**src/rtl/scrb_defs.vh**
```
// register map, field layout, reset values and timing counts of the system configuration bank
`ifndef SCRB_DEFS_VH
`define SCRB_DEFS_VH
`define SCRB_OFF_BOOT 12'h000
`define SCRB_OFF_LSEL0 12'h008
`define SCRB_OFF_LSEL1 12'h00c
`define SCRB_OFF_LSEL2 12'h010
`define SCRB_OFF_LSEL3 12'h014
`define SCRB_OFF_LOCK 12'h018
`define SCRB_OFF_FLAGS 12'h01c
`define SCRB_OFF_INFO 12'h028
`define SCRB_OFF_LAT 12'h100
`define SCRB_OFF_TMRA 12'h110
`define SCRB_OFF_TMRC 12'h118
`define SCRB_MASK_LSEL0 32'h00003333
`define SCRB_MASK_LSEL1 32'h00003331
`define SCRB_MASK_LSEL2 32'h00001111
`define SCRB_MASK_LSEL3 32'h00003331
`define SCRB_MASK_LAT 32'h000000ff
`define SCRB_MASK_TMR 32'h77777777
`define SCRB_RST_ZERO 32'h00000000
`define SCRB_RST_INFO_EN 4'h3
`define SCRB_BIT_HANG_LOCK 0
`define SCRB_BIT_ECC_LOCK 1
`define SCRB_BIT_DOUBLE_FLAG 0
`define SCRB_BIT_SINGLE_FLAG 1
`define SCRB_INFO_EN_LSB 1
`define SCRB_INFO_EN_MSB 4
`define SCRB_SEL_RESTART_START 28
`define SCRB_SEL_EXT_CLOCK 24
`define SCRB_SEL_GATE_EDGE 20
`define SCRB_SEL_PAUSE 16
`define SCRB_SEL_RESTART 12
`define SCRB_SEL_OFF 3'h0
`define SCRB_SEL_PAUSE_RSVD 3'h4
`define SCRB_BOOT_LATCH_EDGE 3'h4
`endif

```
**src/rtl/scrb_top.v**
```verilog
// system configuration register bank: boot report, line routing, break locks, memory error flags, trigger routing
//
// Functional notes
// - boot mode reads latched boot pin in bit0, option boot bit in bit1.
// - lines 0-3 pick port A, B, D or F pin by two-bit code.
// - lines 6,7 pick port A, B or C; code 11 is reserved.
// - lines 4,5,8-12 pick port A (0) or port B (1).
// - lines 13-15 pick port A, B or C; code 11 is reserved.
// - memory error lock bit1 is set-only; connects memory error to timer breaks.
// - processor hang lock bit0 is set-only; connects hang signal to timer breaks.
// - single error flag sets on correction event; software write of one clears it.
// - double error flag sets on uncorrectable event; software write of one clears it.
// - error location field holds the address of the latest memory error event.
// - corrected bit index reports the corrected data bit, zero means none.
// - single error enable gates the single error flag to the interrupt controller.
// - double error enable gates the double error flag onto the nmi.
// - bits 2 and 1 enable fast and slow crystal stuck interrupts; reset 0x7.
// - nmi rises only for an event whose enable bit is set.
// - latency field gives minimum cycles before vector fetch; zero means fastest.
// - trigger selector codes pick off, three internal triggers, edge flag, filtered inputs.
// - restart-start selector edge reinitialises, starts and updates the counter.
// - external clock selector edge advances the counter.
// - event selector edge enables the counter.
// - pause selector runs counter clock while trigger is high; code 100 reserved.
// - restart selector edge reinitialises the counter and updates shadow registers.
`include "scrb_defs.vh"

module scrb_top (
	// clock and reset
	input wire i_clock,
	input wire i_rst,
	// apb slave
	input wire i_psel,
	input wire i_penable,
	input wire i_pwrite,
	input wire [11:0] i_paddr,
	input wire [31:0] i_pwdata,
	output wire [31:0] o_prdata,
	output wire o_pready,
	output wire o_pslverr,
	// boot straps
	input wire i_boot_select_pin,
	input wire i_boot_option_bit,
	// gpio pins feeding the interrupt lines
	input wire [15:0] i_port_a_pins,
	input wire [15:0] i_port_b_pins,
	input wire [15:0] i_port_c_pins,
	input wire [15:0] i_port_d_pins,
	input wire [15:0] i_port_f_pins,
	output wire [15:0] o_irq_lines,
	// memory error events and system signals
	input wire i_single_error_event,
	input wire i_double_error_event,
	input wire [11:0] i_error_location,
	input wire [5:0] i_corrected_bit_index,
	input wire i_cpu_hang,
	input wire i_fast_crystal_stuck,
	input wire i_slow_crystal_stuck,
	output wire [2:0] o_timer_break,
	output wire o_single_error_irq,
	output wire o_nmi,
	output wire [7:0] o_irq_latency,
	// timer trigger sources, 7 per timer: internal_trigger_a, internal_trigger_c, internal_trigger_d, edge flag, ch0 filt, ch1 filt, ext filt
	input wire [13:0] i_timer_trig_src,
	output wire [1:0] o_timer_reinit,
	output wire [1:0] o_timer_start,
	output wire [1:0] o_timer_ext_tick,
	output wire [1:0] o_timer_run_gate
);

	reg [31:0] lsel0_r;
	reg [31:0] lsel1_r;
	reg [31:0] lsel2_r;
	reg [31:0] lsel3_r;
	reg [1:0] lock_r;
	reg [1:0] flags_r;
	reg [3:0] info_en_r;
	reg [11:0] err_loc_r;
	reg [5:0] err_bit_r;
	reg [31:0] lat_r;
	reg [31:0] tmr_r [0:1];
	reg [31:0] prdata_r;
	reg [1:0] boot_mode_r;
	reg [2:0] boot_cnt_r;
	reg boot_pin_m_r;
	reg boot_pin_s_r;
	reg [79:0] pins_m_r;
	reg [79:0] pins_s_r;
	reg [1:0] stuck_m_r;
	reg [1:0] stuck_s_r;
	reg [2:0] break_r;
	reg single_irq_r;
	reg nmi_r;
	reg [15:0] irq_lines_r;
	reg [15:0] irq_lines_nxt;
	reg [31:0] rdata_nxt;
	reg map_hit;
	reg [1:0] flags_nxt;

	wire setup = i_psel & ~i_penable;
	wire wr = i_psel & i_penable & i_pwrite;
	wire [11:0] addr = {i_paddr[11:2], 2'b00};
	wire ecc_event = i_single_error_event | i_double_error_event;
	wire [15:0] pa = pins_s_r[15:0];
	wire [15:0] pb = pins_s_r[31:16];
	wire [15:0] pc = pins_s_r[47:32];
	wire [15:0] pd = pins_s_r[63:48];
	wire [15:0] pf = pins_s_r[79:64];

	// zero wait states: every access ends in its first access cycle
	assign o_pready = 1'b1;
	// unmapped words answer with an error and read as zero
	assign o_pslverr = i_psel & i_penable & ~map_hit;
	assign o_prdata = prdata_r;
	assign o_irq_lines = irq_lines_r;
	assign o_timer_break = break_r;
	assign o_single_error_irq = single_irq_r;
	assign o_nmi = nmi_r;
	assign o_irq_latency = lat_r[7:0];

	// two-flop synchronisers for pins and clock monitor levels
	always @(posedge i_clock) begin
		if (i_rst) begin
			pins_m_r <= 80'h0;
			pins_s_r <= 80'h0;
			stuck_m_r <= 2'h0;
			stuck_s_r <= 2'h0;
			boot_pin_m_r <= 1'b0;
			boot_pin_s_r <= 1'b0;
		end else begin
			pins_m_r <= {i_port_f_pins, i_port_d_pins, i_port_c_pins, i_port_b_pins, i_port_a_pins};
			pins_s_r <= pins_m_r;
			stuck_m_r <= {i_fast_crystal_stuck, i_slow_crystal_stuck};
			stuck_s_r <= stuck_m_r;
			boot_pin_m_r <= i_boot_select_pin;
			boot_pin_s_r <= boot_pin_m_r;
		end
	end

	// boot straps are caught once, a few edges after reset release
	always @(posedge i_clock) begin
		if (i_rst) begin
			boot_cnt_r <= 3'h0;
			boot_mode_r <= 2'h0;
		end else if (boot_cnt_r != `SCRB_BOOT_LATCH_EDGE) begin
			boot_cnt_r <= boot_cnt_r + 3'h1;
			if (boot_cnt_r == `SCRB_BOOT_LATCH_EDGE - 3'h1) begin
				boot_mode_r <= {i_boot_option_bit, boot_pin_s_r};
			end
		end
	end

	// interrupt line source routing
	always @* begin
		irq_lines_nxt = 16'h0;
		case (lsel0_r[1:0])
			2'h0: irq_lines_nxt[0] = pa[0];
			2'h1: irq_lines_nxt[0] = pb[0];
			2'h2: irq_lines_nxt[0] = pd[0];
			default: irq_lines_nxt[0] = pf[0];
		endcase
		case (lsel0_r[5:4])
			2'h0: irq_lines_nxt[1] = pa[1];
			2'h1: irq_lines_nxt[1] = pb[1];
			2'h2: irq_lines_nxt[1] = pd[1];
			default: irq_lines_nxt[1] = pf[1];
		endcase
		case (lsel0_r[9:8])
			2'h0: irq_lines_nxt[2] = pa[2];
			2'h1: irq_lines_nxt[2] = pb[2];
			2'h2: irq_lines_nxt[2] = pd[2];
			default: irq_lines_nxt[2] = pf[2];
		endcase
		case (lsel0_r[13:12])
			2'h0: irq_lines_nxt[3] = pa[3];
			2'h1: irq_lines_nxt[3] = pb[3];
			2'h2: irq_lines_nxt[3] = pd[3];
			default: irq_lines_nxt[3] = pf[3];
		endcase
		irq_lines_nxt[4] = lsel1_r[0] ? pb[4] : pa[4];
		irq_lines_nxt[5] = lsel1_r[4] ? pb[5] : pa[5];
		// reserved code 11 leaves the line low
		case (lsel1_r[9:8])
			2'h0: irq_lines_nxt[6] = pa[6];
			2'h1: irq_lines_nxt[6] = pb[6];
			2'h2: irq_lines_nxt[6] = pc[6];
			default: irq_lines_nxt[6] = 1'b0;
		endcase
		case (lsel1_r[13:12])
			2'h0: irq_lines_nxt[7] = pa[7];
			2'h1: irq_lines_nxt[7] = pb[7];
			2'h2: irq_lines_nxt[7] = pc[7];
			default: irq_lines_nxt[7] = 1'b0;
		endcase
		irq_lines_nxt[8] = lsel2_r[0] ? pb[8] : pa[8];
		irq_lines_nxt[9] = lsel2_r[4] ? pb[9] : pa[9];
		irq_lines_nxt[10] = lsel2_r[8] ? pb[10] : pa[10];
		irq_lines_nxt[11] = lsel2_r[12] ? pb[11] : pa[11];
		irq_lines_nxt[12] = lsel3_r[0] ? pb[12] : pa[12];
		case (lsel3_r[5:4])
			2'h0: irq_lines_nxt[13] = pa[13];
			2'h1: irq_lines_nxt[13] = pb[13];
			2'h2: irq_lines_nxt[13] = pc[13];
			default: irq_lines_nxt[13] = 1'b0;
		endcase
		case (lsel3_r[9:8])
			2'h0: irq_lines_nxt[14] = pa[14];
			2'h1: irq_lines_nxt[14] = pb[14];
			2'h2: irq_lines_nxt[14] = pc[14];
			default: irq_lines_nxt[14] = 1'b0;
		endcase
		case (lsel3_r[13:12])
			2'h0: irq_lines_nxt[15] = pa[15];
			2'h1: irq_lines_nxt[15] = pb[15];
			2'h2: irq_lines_nxt[15] = pc[15];
			default: irq_lines_nxt[15] = 1'b0;
		endcase
	end

	// read mux and address decode
	always @* begin
		rdata_nxt = 32'h0;
		map_hit = 1'b1;
		case (addr)
			`SCRB_OFF_BOOT: rdata_nxt = {30'h0, boot_mode_r};
			`SCRB_OFF_LSEL0: rdata_nxt = lsel0_r;
			`SCRB_OFF_LSEL1: rdata_nxt = lsel1_r;
			`SCRB_OFF_LSEL2: rdata_nxt = lsel2_r;
			`SCRB_OFF_LSEL3: rdata_nxt = lsel3_r;
			`SCRB_OFF_LOCK: rdata_nxt = {30'h0, lock_r};
			`SCRB_OFF_FLAGS: rdata_nxt = {30'h0, flags_r};
			// reserved bit0 of the info register keeps its reset value of one
			`SCRB_OFF_INFO: rdata_nxt = {err_loc_r, 4'h0, err_bit_r, 5'h0, info_en_r, 1'b1};
			`SCRB_OFF_LAT: rdata_nxt = lat_r;
			`SCRB_OFF_TMRA: rdata_nxt = tmr_r[0];
			`SCRB_OFF_TMRC: rdata_nxt = tmr_r[1];
			default: map_hit = 1'b0;
		endcase
	end

	// error flags: a new event wins over a clear in the same cycle
	always @* begin
		flags_nxt = flags_r;
		// both flags are write-one-to-clear
		if (wr && addr == `SCRB_OFF_FLAGS) begin
			flags_nxt = flags_r & ~i_pwdata[1:0];
		end
		if (i_single_error_event) begin
			flags_nxt[`SCRB_BIT_SINGLE_FLAG] = 1'b1;
		end
		if (i_double_error_event) begin
			flags_nxt[`SCRB_BIT_DOUBLE_FLAG] = 1'b1;
		end
	end

	// register writes, taken in the access phase
	always @(posedge i_clock) begin
		if (i_rst) begin
			lsel0_r <= `SCRB_RST_ZERO;
			lsel1_r <= `SCRB_RST_ZERO;
			lsel2_r <= `SCRB_RST_ZERO;
			lsel3_r <= `SCRB_RST_ZERO;
			lock_r <= 2'h0;
			flags_r <= 2'h0;
			info_en_r <= `SCRB_RST_INFO_EN;
			err_loc_r <= 12'h0;
			err_bit_r <= 6'h0;
			lat_r <= `SCRB_RST_ZERO;
			tmr_r[0] <= `SCRB_RST_ZERO;
			tmr_r[1] <= `SCRB_RST_ZERO;
			prdata_r <= 32'h0;
		end else begin
			flags_r <= flags_nxt;
			// read data is caught in the setup cycle and stands through the access phase
			if (setup && !i_pwrite) begin
				prdata_r <= rdata_nxt;
			end
			if (ecc_event) begin
				err_loc_r <= i_error_location;
			end
			if (i_single_error_event) begin
				err_bit_r <= i_corrected_bit_index;
			end
			// reserved bits are dropped on write and read back as zero, save info bit0 which reads one
			if (wr) begin
				case (addr)
					`SCRB_OFF_LSEL0: lsel0_r <= i_pwdata & `SCRB_MASK_LSEL0;
					`SCRB_OFF_LSEL1: lsel1_r <= i_pwdata & `SCRB_MASK_LSEL1;
					`SCRB_OFF_LSEL2: lsel2_r <= i_pwdata & `SCRB_MASK_LSEL2;
					`SCRB_OFF_LSEL3: lsel3_r <= i_pwdata & `SCRB_MASK_LSEL3;
					// lock bits only ever set; reset alone clears them
					`SCRB_OFF_LOCK: lock_r <= lock_r | i_pwdata[1:0];
					`SCRB_OFF_INFO: info_en_r <= i_pwdata[`SCRB_INFO_EN_MSB:`SCRB_INFO_EN_LSB];
					`SCRB_OFF_LAT: lat_r <= i_pwdata & `SCRB_MASK_LAT;
					`SCRB_OFF_TMRA: tmr_r[0] <= i_pwdata & `SCRB_MASK_TMR;
					`SCRB_OFF_TMRC: tmr_r[1] <= i_pwdata & `SCRB_MASK_TMR;
					default: ;
				endcase
			end
		end
	end

	// break, interrupt and nmi outputs
	always @(posedge i_clock) begin
		if (i_rst) begin
			break_r <= 3'h0;
			single_irq_r <= 1'b0;
			nmi_r <= 1'b0;
			irq_lines_r <= 16'h0;
		end else begin
			irq_lines_r <= irq_lines_nxt;
			// a memory error gives a one-cycle break per event, a hang holds the break
			break_r <= {3{(lock_r[`SCRB_BIT_ECC_LOCK] & ecc_event) |
				(lock_r[`SCRB_BIT_HANG_LOCK] & i_cpu_hang)}};
			single_irq_r <= flags_r[`SCRB_BIT_SINGLE_FLAG] & info_en_r[3];
			// nmi is the or of every enabled non-maskable source
			nmi_r <= (flags_r[`SCRB_BIT_DOUBLE_FLAG] & info_en_r[2]) |
				(stuck_s_r[1] & info_en_r[1]) | (stuck_s_r[0] & info_en_r[0]);
		end
	end

	// trigger routing to timer slave modes, one copy per timer
	genvar t;
	generate
		for (t = 0; t < 2; t = t + 1) begin : g_tmr
			reg [6:0] src_d_r;
			reg reinit_r;
			reg start_r;
			reg tick_r;
			reg gate_r;
			wire [6:0] src = i_timer_trig_src[7*t+6:7*t];
			// edge history resets low, the idle level of every trigger source
			wire [6:0] rise = src & ~src_d_r;
			wire [31:0] cfg = tmr_r[t];
			wire [2:0] s_rs = cfg[`SCRB_SEL_RESTART_START+2:`SCRB_SEL_RESTART_START];
			wire [2:0] s_ck = cfg[`SCRB_SEL_EXT_CLOCK+2:`SCRB_SEL_EXT_CLOCK];
			wire [2:0] s_ev = cfg[`SCRB_SEL_GATE_EDGE+2:`SCRB_SEL_GATE_EDGE];
			wire [2:0] s_pa = cfg[`SCRB_SEL_PAUSE+2:`SCRB_SEL_PAUSE];
			wire [2:0] s_re = cfg[`SCRB_SEL_RESTART+2:`SCRB_SEL_RESTART];
			// code 0 is off, codes 1..7 index the source vector
			wire e_rs = (s_rs != `SCRB_SEL_OFF) & rise[s_rs - 3'h1];
			wire e_ck = (s_ck != `SCRB_SEL_OFF) & rise[s_ck - 3'h1];
			wire e_ev = (s_ev != `SCRB_SEL_OFF) & rise[s_ev - 3'h1];
			wire e_re = (s_re != `SCRB_SEL_OFF) & rise[s_re - 3'h1];
			// reserved pause code behaves as pause disabled
			wire pa_on = (s_pa != `SCRB_SEL_OFF) & (s_pa != `SCRB_SEL_PAUSE_RSVD);
			always @(posedge i_clock) begin
				if (i_rst) begin
					src_d_r <= 7'h0;
					reinit_r <= 1'b0;
					start_r <= 1'b0;
					tick_r <= 1'b0;
					gate_r <= 1'b1;
				end else begin
					src_d_r <= src;
					reinit_r <= e_rs | e_re;
					start_r <= e_rs | e_ev;
					tick_r <= e_ck;
					gate_r <= ~pa_on | src[s_pa - 3'h1];
				end
			end
			assign o_timer_reinit[t] = reinit_r;
			assign o_timer_start[t] = start_r;
			assign o_timer_ext_tick[t] = tick_r;
			assign o_timer_run_gate[t] = gate_r;
		end
	endgenerate

endmodule // scrb_top

```
**config.mk**
```make
export PLATFORM = sky130hd
export DESIGN_NAME = scrb_top
export DESIGN_NICKNAME = d
export VERILOG_FILES = /design/src/rtl/scrb_top.v
export VERILOG_INCLUDE_DIRS = /design/src /design/src/rtl
export SDC_FILE = /design/constraint.sdc
export NUM_CORES = 1
export LEC_CHECK = 0
export ABC_AREA = 0
export BUFFER_PORTS_ARGS = -buffer_cell sky130_fd_sc_hd__buf_4
export CELL_PAD_IN_SITES_DETAIL_PLACEMENT = 0
export CELL_PAD_IN_SITES_GLOBAL_PLACEMENT = 1
export CORE_MARGIN = 2
export CORE_UTILIZATION = 45
export DETAILED_ROUTE_END_ITERATION = 7
export GPL_TIMING_DRIVEN = 1
export PLACE_DENSITY = 0.83
export SKIP_CTS_REPAIR_TIMING = 1
export SYNTH_ARGS = -nofsm -noshare
export SYNTH_HDL_FRONTEND = slang
export SYNTH_SLANG_ARGS = --single-unit
```
**constraint.sdc**
```tcl
create_clock -name i_clock -period 3.35 [get_ports i_clock]
set_input_delay 0.335 -clock i_clock [delete_from_list [all_inputs] [get_ports i_clock]]
set_output_delay 0.335 -clock i_clock [all_outputs]
set_load 0.02 [all_outputs]
```
# ---- Word level (Yosys, flattened, before mapping)
# Memory sizes are Yosys's and may differ from the RTL's.
# Index checks and enable logic that the tools add are counted.
dict set report totals {
  regBits 280
  mem_bits_rw 48
  input_bits 168
  out_inout_bits 71
  word_cells 218
  memories 1
}
# name depth word_bits read_ports rd_clocked_by_memory_dff wr line_no
set mem_list {}
lappend mem_list {tmr_r 2 24 2 0 2 scrb_top.v:81} ;# reg [31:0] tmr_r [0:1];
dict set report classes {
  addsub 11
  n_lt_le_gt_ge 10
  n_eq_ne 32
  n_mux 53
  bitwise 43
  reduce_logical 34
}
# operator count
set op_table {}
lappend op_table {{32-bit one-hot mux with 11 select lines} 1}
lappend op_table {{24-bit 2-to-1 mux} 2}
lappend op_table {{10-bit by 3-bit == test with 1-bit output, second input constant} 4}
lappend op_table {{3-bit by 4-bit less-than comparator with 1-bit output, second input constant} 10}
lappend op_table {{1-bit binary-select mux with 3-bit select} 10}
lappend op_table {{10-bit by 7-bit == test with 1-bit output, second input constant} 3}
lappend op_table {{1-bit 2-to-1 mux} 30}
lappend op_table {{3-bit nonzero test} 10}
lappend op_table {{3-bit by 1-bit subtractor with 3-bit output, second input constant} 10}
lappend op_table {{1-bit one-hot mux with 3 select lines} 9}
lappend op_table {{1-bit bitwise AND} 20}
lappend op_table {{10-bit by 2-bit == test with 1-bit output, second input constant} 2}
lappend op_table {{2-bit by 1-bit == test with 1-bit output, second input constant} 9}
lappend op_table {{2-bit == test, second input constant} 9}
lappend op_table {{2-bit zero test} 9}
lappend op_table {{2-bit AND reduction} 8}
lappend op_table {{7-bit bitwise AND} 2}
lappend op_table {{7-bit inverter} 2}
lappend op_table {{12-bit zero test} 1}
lappend op_table {{1-bit OR} 12}
lappend op_table {{11-bit OR reduction} 1}
lappend op_table {{10-bit by 4-bit == test with 1-bit output, second input constant} 1}
lappend op_table {{3-bit inequality test, second input constant} 3}
lappend op_table {{1-bit inverter} 4}
lappend op_table {{9 further kinds} 11}

# ---- Logic depth before layout (Yosys ltp)
# Gate-level depths: netlist (run 1).
dict set report logic_depth {
  word_depth 6
  ltp_mapped 8
  depth_no_buf 8
}

# ---- Least setup slack after synthesis (run 1)
# Ideal clock, no wire load.
dict set report synth_path {
  path_kind {input to output}
  start {input port i_paddr[2]}
  end {output port o_pslverr}
  arrival_time_ns 1.697
  required_ns 3.015
  setup_slack_ns 1.318
  path_stages 5
  path_buffers 3
  path_cell_list {buf_2 buf_2 buf_2 a221oi_1 a311oi_1}
}
dict set report synth_between {
  elab_chain_cells 5
  word_cells_on_any_way 15
  cone_classes {eq/ne: 10; mux: 1; bitwise: 2; reduce/logical: 2}
}
# element line_no
set synth_lines {}
lappend synth_lines {{from (decl)} scrb_top.v:36} ;# input wire [11:0] i_paddr,
lappend synth_lines {{10-bit by 3-bit == test with 1-bit output (tied with other cells)} scrb_top.v:224} ;# case (addr)
lappend synth_lines {{11-bit OR reduction (no source line) (*)} --}
lappend synth_lines {{1-bit 2-to-1 mux (*)} scrb_top.v:224}
lappend synth_lines {{1-bit inverter (*)} scrb_top.v:113} ;# assign o_pslverr = i_psel & i_penable & ~map_hit;
lappend synth_lines {{1-bit bitwise AND (*)} scrb_top.v:113}
lappend synth_lines {{to (decl)} scrb_top.v:40} ;# output wire o_pslverr,
# Every way passes the cells marked *; elsewhere a longest branch is shown, timed or not.

# ---- Worst setup path after layout (run 1)
dict set report layout_path {
  start {input port i_paddr[7]}
  end {output port o_pslverr}
}
# Same word-level chain as after synthesis.

==> results.toml, run 1 <==
[outcome]
status = "completed"

[cts]
clock_sinks = 281
clock_path_buffers = 3
cts_buffers = 29
cts_tree = "built"
root_buffer = "clkbuf_16"
worstSkewPairLatency_ps = 530
clkSlewWorstSetupHoldPaths_ps = 60
htreeDepth = 1

[finish]
insertedDiodeCount = 0
finalNetCount = 1426
drive_gt1_share_pct = 22.91
area_growth_syn_to_layout_pct = 23.72
postLayoutCellArea_sq_um = 13870

[placement]
portBuffers = 193
globalplace.congestion = 0.8413
dpl.hpwl_um = 19310
placed_area_sq_um = 12860

[yosys]
synth_edf_count = 48
syn_area_sq_um = 11210
synth.area.top_cells = "dfxtp_1, edfxtp_1, nor2b_1, mux2i_1, nor2_1"
async_flop_share_pct = 0
yosysMostFrequentCell = "dfxtp_1"
ys_seq_area_share_pct = 54.48
yosys_warnings = 0
yosysUniqueCellTypes = 66
synth_top_area_share_pct = 41.62
yosys_most_used_dff = "dfxtp_1"
synth.cells.most_frequent = "dfxtp_1, nor2b_1, nor2_1"
synthCells = 1071
ys_seq_elements = 281
yosys.area.top_type = "dfxtp_1"
syn_nets = 1261
syn_avg_cell_area_sq_um = 10.47

[sta]
worst_slew_pin_slew_ps = 910.9
max_freq_mhz = 419.2
rsz0062_at_grt = "false"
clock_skew_ps = 8.843
fin_tns_setup_ps = 0
finalSetupViolCount = 0
drv_slew = 0
final-hold-violation-count = 0
period_minus_slack_ps = 2386
post-route-period-util_pct = 71.21
slew_headroom_pct = 39.16

[detailed_routing]
drt_first_pass_iters = 5
drt-total-wl_um = 27720
drc = 0
ant_nets = 0
drt_iter0_drc = 613
num_vias = 8258
routedWlPerCell_um = 17.53
post_drt_via_cell_ratio = 5.223

[floorplanning]
fp.coreArea_sq_um = 24390
rows = 57
die_w_um = 161.8
die-area_sq_um = 26190
io_pins = 239
start_util_pct = 45.95
die_h_um = 161.8

[power_and_ir_drop]
p_per_area_nw_per_um2 = 549.8
power_leakage_nw = 5.792
vdd_drop_max_uv = 356.2

[global_routing]
grt_util_met2_pct = 35.51
grt_first_pass_wirelength_um = 43390
met3_usage_pct = 3.754
grt-ovfl-total = 0
grt_use_met1_pct = 27.49
first_global_vias = 8105
busiest_layer = "met2"
grt_max_degree = 165
antenna_found_initial = 0
grt_usage_pct = 20.91

[flow_run]
cap_violations = 0

[critical_path]
crit_path_max_fanout = 5
cp.arrival_ps = 2050
crit_type = "input pin to output pin"
crit_path_end_kind = "output pin"
crit_required_ps = 3010
startpoint_type = "input pin"

[worst_hold_path]
min_path_type = "input pin to flip-flop"
[through the flow]
stage	utilization [%]	setup WS, ps	instances	hold slack, ps	total power [mW]
CTS	56.81	1093	1580	-17.81	7.692
detailed placement	52.72	840.2	1528	420.4	4.410
finish	56.85	964.3	1581	8.292	7.624
floorplan	-	1318	1071	413.8	4.135
global route	56.85	932.4	1581	1.875	7.899
global placement	52.72	868.6	1528	416.8	4.390
[power breakdown]
group	internal (mW)	leakage (nW)	switching, mW
Combinational	0.325	2.92	0.361
Clock	1.97	0.503	1.32
Sequential	3.58	2.37	0.0665
[cells by family after synthesis]
logic type | count (synthesis) | share of synthesized area, %
AOI/OAI and AO/OA | 153 | 8.986
adders and majority gates | 22 | 2.456
other | 2 | 0.06700
and+or+nand+nor | 417 | 20.28
DFF | 281 | 54.48
buffers and inverters | 106 | 4.130
muxes | 88 | 9.444
xor gates and xnor gates | 2 | 0.1563
[critical path, stage by stage]
cell	delay, ps
buf_4	130
nor4_1	650
nand2_1	300
a221oi_1	290
a311oi_1	120
buf_4	220
[sequential cells by signal, indices dropped and copies added (netlist names), 8 cells and up]
signal / flops
pins_s_r: 45
err_loc_r: 12
lsel0_r: 8
pins_m_r: 45
o_prdata: 31
o_irq_lines: 16
g_tmr.src_d_r: 14
tmr_r: 48
lat_r: 8
[worst paths after layout]
| path | cells past startpoint | slack (ps) | to | from |
|---|---|---|---|---|
| worst min register to register | 1 | 430 | pins_s_r[10] | pins_m_r[10] |
| worst min-delay path | 2 | 8 | pins_m_r[38] | i_port_c_pins[6] |
| worst max register to register | 7 | 1090 | g_tmr[0].reinit_r | tmr_r[0][21] |
| worst max-delay path | 6 | 960 | o_pslverr | i_paddr[7] |
[metal layers]
metal	wire length (um)	vias up	part of all wire, %
met5	0	-	0
met1	11820	3905	43
met4	633	0	2.3
met2	13370	265	48
met3	1884	49	6.8
li1	-	4039	-
[layout by cell type, fill, tap and decap left out, types with 8 or more instances in the layout]
master,Yosys,layout
a211oi_1,21,21
a21oi_1,51,51
a22oi_1,20,20
a31oi_1,14,14
and2_1,25,25
buf_4,12,201
clkbuf_16,0,32
clkinv_2,0,8
dfxtp_1,233,233
edfxtp_1,48,48
ha_1,22,22
inv_1,36,36
mux2i_1,72,72
mux4_2,14,14
nand2_1,57,57
nand2b_1,15,15
nand3_1,20,20
nor2_1,110,110
nor2b_1,121,121
nor3_1,17,16
o21ai_0,13,13
[layout make-up]
type / count / area (sq um)
clock buffers: 37 / 859.6
clock inverters: 15 / 137.6
fillers: 2166 / 10520
inverters: 36 / 135.1
multi-input cells: 684 / 4673
flip-flops and latches: 281 / 6106
well taps: 324 / 405.4
repair buffers: 204 / 1550
No activity file was read; power rests on OpenSTA's default activity.
==> inputs of run 2 (changes only) <==
CORE_UTILIZATION = 42   (was 45)
PLACE_DENSITY = 0.78   (was 0.83)
clock period = 2.3 ns   (was 3.35 ns; I/O delays follow)
==> run 2 against run 1 <==
Global-route usage fell by 1.2 points. Non-clock buffer count rose by 118. The run now ends with DRC left. Power rose by 47%. Highest routed layer unchanged. Routed wire length rose by 5.7%. Core utilization rose by 0.56 points. Clock power rose by 44%. Cell count rose by 8.2%. Worst setup slack got worse by 810 ps. Die area rose by 7.0%.
==> results.toml, run 2 (synthesis gave the netlist of run 1 again) <==
[finish]
postLayoutCellArea_sq_um = 15000
area_growth_syn_to_layout_pct = 33.87
final_common_cell = "dfxtp_1"
insertedDiodeCount = 0
n_fill_cell = 2338
drive_gt1_share_pct = 22.75
largest_reg_flops = 48
finalNetCount = 1544
regMostFlops = "tmr_r"
largest_registers = "tmr_r: 48 flops, pins_m_r: 45 flops, pins_s_r: 45 flops"
final_cells = 1711
mostFrequentLayoutCells = "dfxtp_1, buf_4, nor2b_1, nor2_1, dlygate4sd3_1"

[placement]
dpl.hpwl_um = 20170
dp.cells = 1565
pre_cts_ws_ps = 187.8
globalplace.congestion = 0.8519
portBuffers = 193
placed_area_sq_um = 13090

[detailed_routing]
ant_nets = 0
drc = 10
routedWlPerCell_um = 17.12
drt_iter0_drc = 579
num_vias = 8605
post_drt_via_cell_ratio = 5.029
drt-total-wl_um = 29290
drt_first_pass_iters = 7

[sta]
post-route-period-util_pct = 93.42
finalSetupViolCount = 0
max_freq_mhz = 465.4
clock_skew_ps = 27.27
final-hold-violation-count = 0
layout_setup_ws_ps = 151.3
fin_tns_setup_ps = 0
worst_slew_pin_slew_ps = 777.3
rsz0062_at_grt = "false"
hold-worst-slack_ps = 2.614
drv_slew = 0
slew_headroom_pct = 47.95
period_minus_slack_ps = 2149

[floorplanning]
start_util_pct = 42.89
fp.coreArea_sq_um = 26130
die-area_sq_um = 28010
io_pins = 239
rows = 59
die_w_um = 167.4
die_h_um = 167.4

[cts]
htreeDepth = 1
clock_sinks = 281
root_buffer = "clkbuf_16"
worstSkewPairLatency_ps = 550
cts_tree = "built"
cts_buffers = 29
clock_path_buffers = 3
clkSlewWorstSetupHoldPaths_ps = 60

[global_routing]
grt_max_degree = 102
grt_first_pass_wirelength_um = 43790
first_global_vias = 7998
grt_usage_pct = 19.68
antenna_found_initial = 0
grt-ovfl-total = 0

[flow_run]
cap_violations = 0

[power_and_ir_drop]
power_leakage_nw = 6.300
switchingPower_mw = 2.599
switching_share_pct = 23.21
clock_power_share_pct = 42.2
power.internal_mw = 8.600
p_per_area_nw_per_um2 = 746.4
p_comb_share_pct = 10.3
vdd_drop_max_uv = 520.6
seqPwrFrac_pct = 47.5

[critical_path]
cp.arrival_ps = 2610
crit_type = "flip-flop to flip-flop"
crit_path_max_fanout = 4
crit_path_end_kind = "flip-flop"
startpoint_type = "flip-flop"
crit_required_ps = 2770

[outcome]
status = "finished, violations left"
violations = "DRC"

[worst_hold_path]
min_path_type = "input pin to flip-flop"
-- run 2: critical path, cell delays in order (launching register included) --
cell and delay [ps]:
edfxtp_1 400, inv_1 60, ha_1 190, ha_1 340
mux4_2 510, a221oi_1 410, a21oi_1 80, nor2_1 90
-- run 2: layout make-up --
cell class                      instances  area, sq um  share of cell area [%]
Clock buffer                           36        825.8                   5.504
Clock inverter                         17        153.9                   1.026
Inverter                               36        135.1                  0.9006
Multi-Input combinational cell        684         4673                   31.15
Sequential cell                       281         6106                   40.69
Tap cell                              335        419.2                   2.794
Timing Repair Buffer                  322         2691                   17.94
-- run 2: power groups by stage --
stage	sequential [mW]	clock [mW]	combinational, mW
detailed placement	5.42	0	1.03
global placement	5.42	0	1.01
CTS	5.31	4.84	1.03
finish	5.31	4.73	1.16
global route	5.33	5.05	1.26
floorplan	5.42	0	0.604
-- run 2: worst paths after layout --
path | start | end | slack [ps] | cells after the start
hold / removal | i_pwdata[16] | tmr_r[0][36] | 3 | 2
hold reg to reg | pins_m_r[65] | pins_s_r[65] | 430 | 1
setup / recovery | tmr_r[0][21] | g_tmr[0].reinit_r | 150 | 7
setup reg to reg | tmr_r[0][21] | g_tmr[0].reinit_r | 150 | 7
-- run 2: metal layers --
layer  up-vias  track usage (%)  part of all wire (%)
met5         -                0                     0
met4         0            4.953                   1.9
met3        47            4.349                   7.1
met2       258            32.74                    48
met1      4013            26.15                    43
li1       4287                -                     -
-- run 2: stage by stage --
stage,util [%],total power [mW]
floorplan,-,6.023
global placement,50.11,6.423
detailed placement,50.11,6.450
CTS,53.85,11.19
global route,57.42,11.65
finish,57.42,11.20
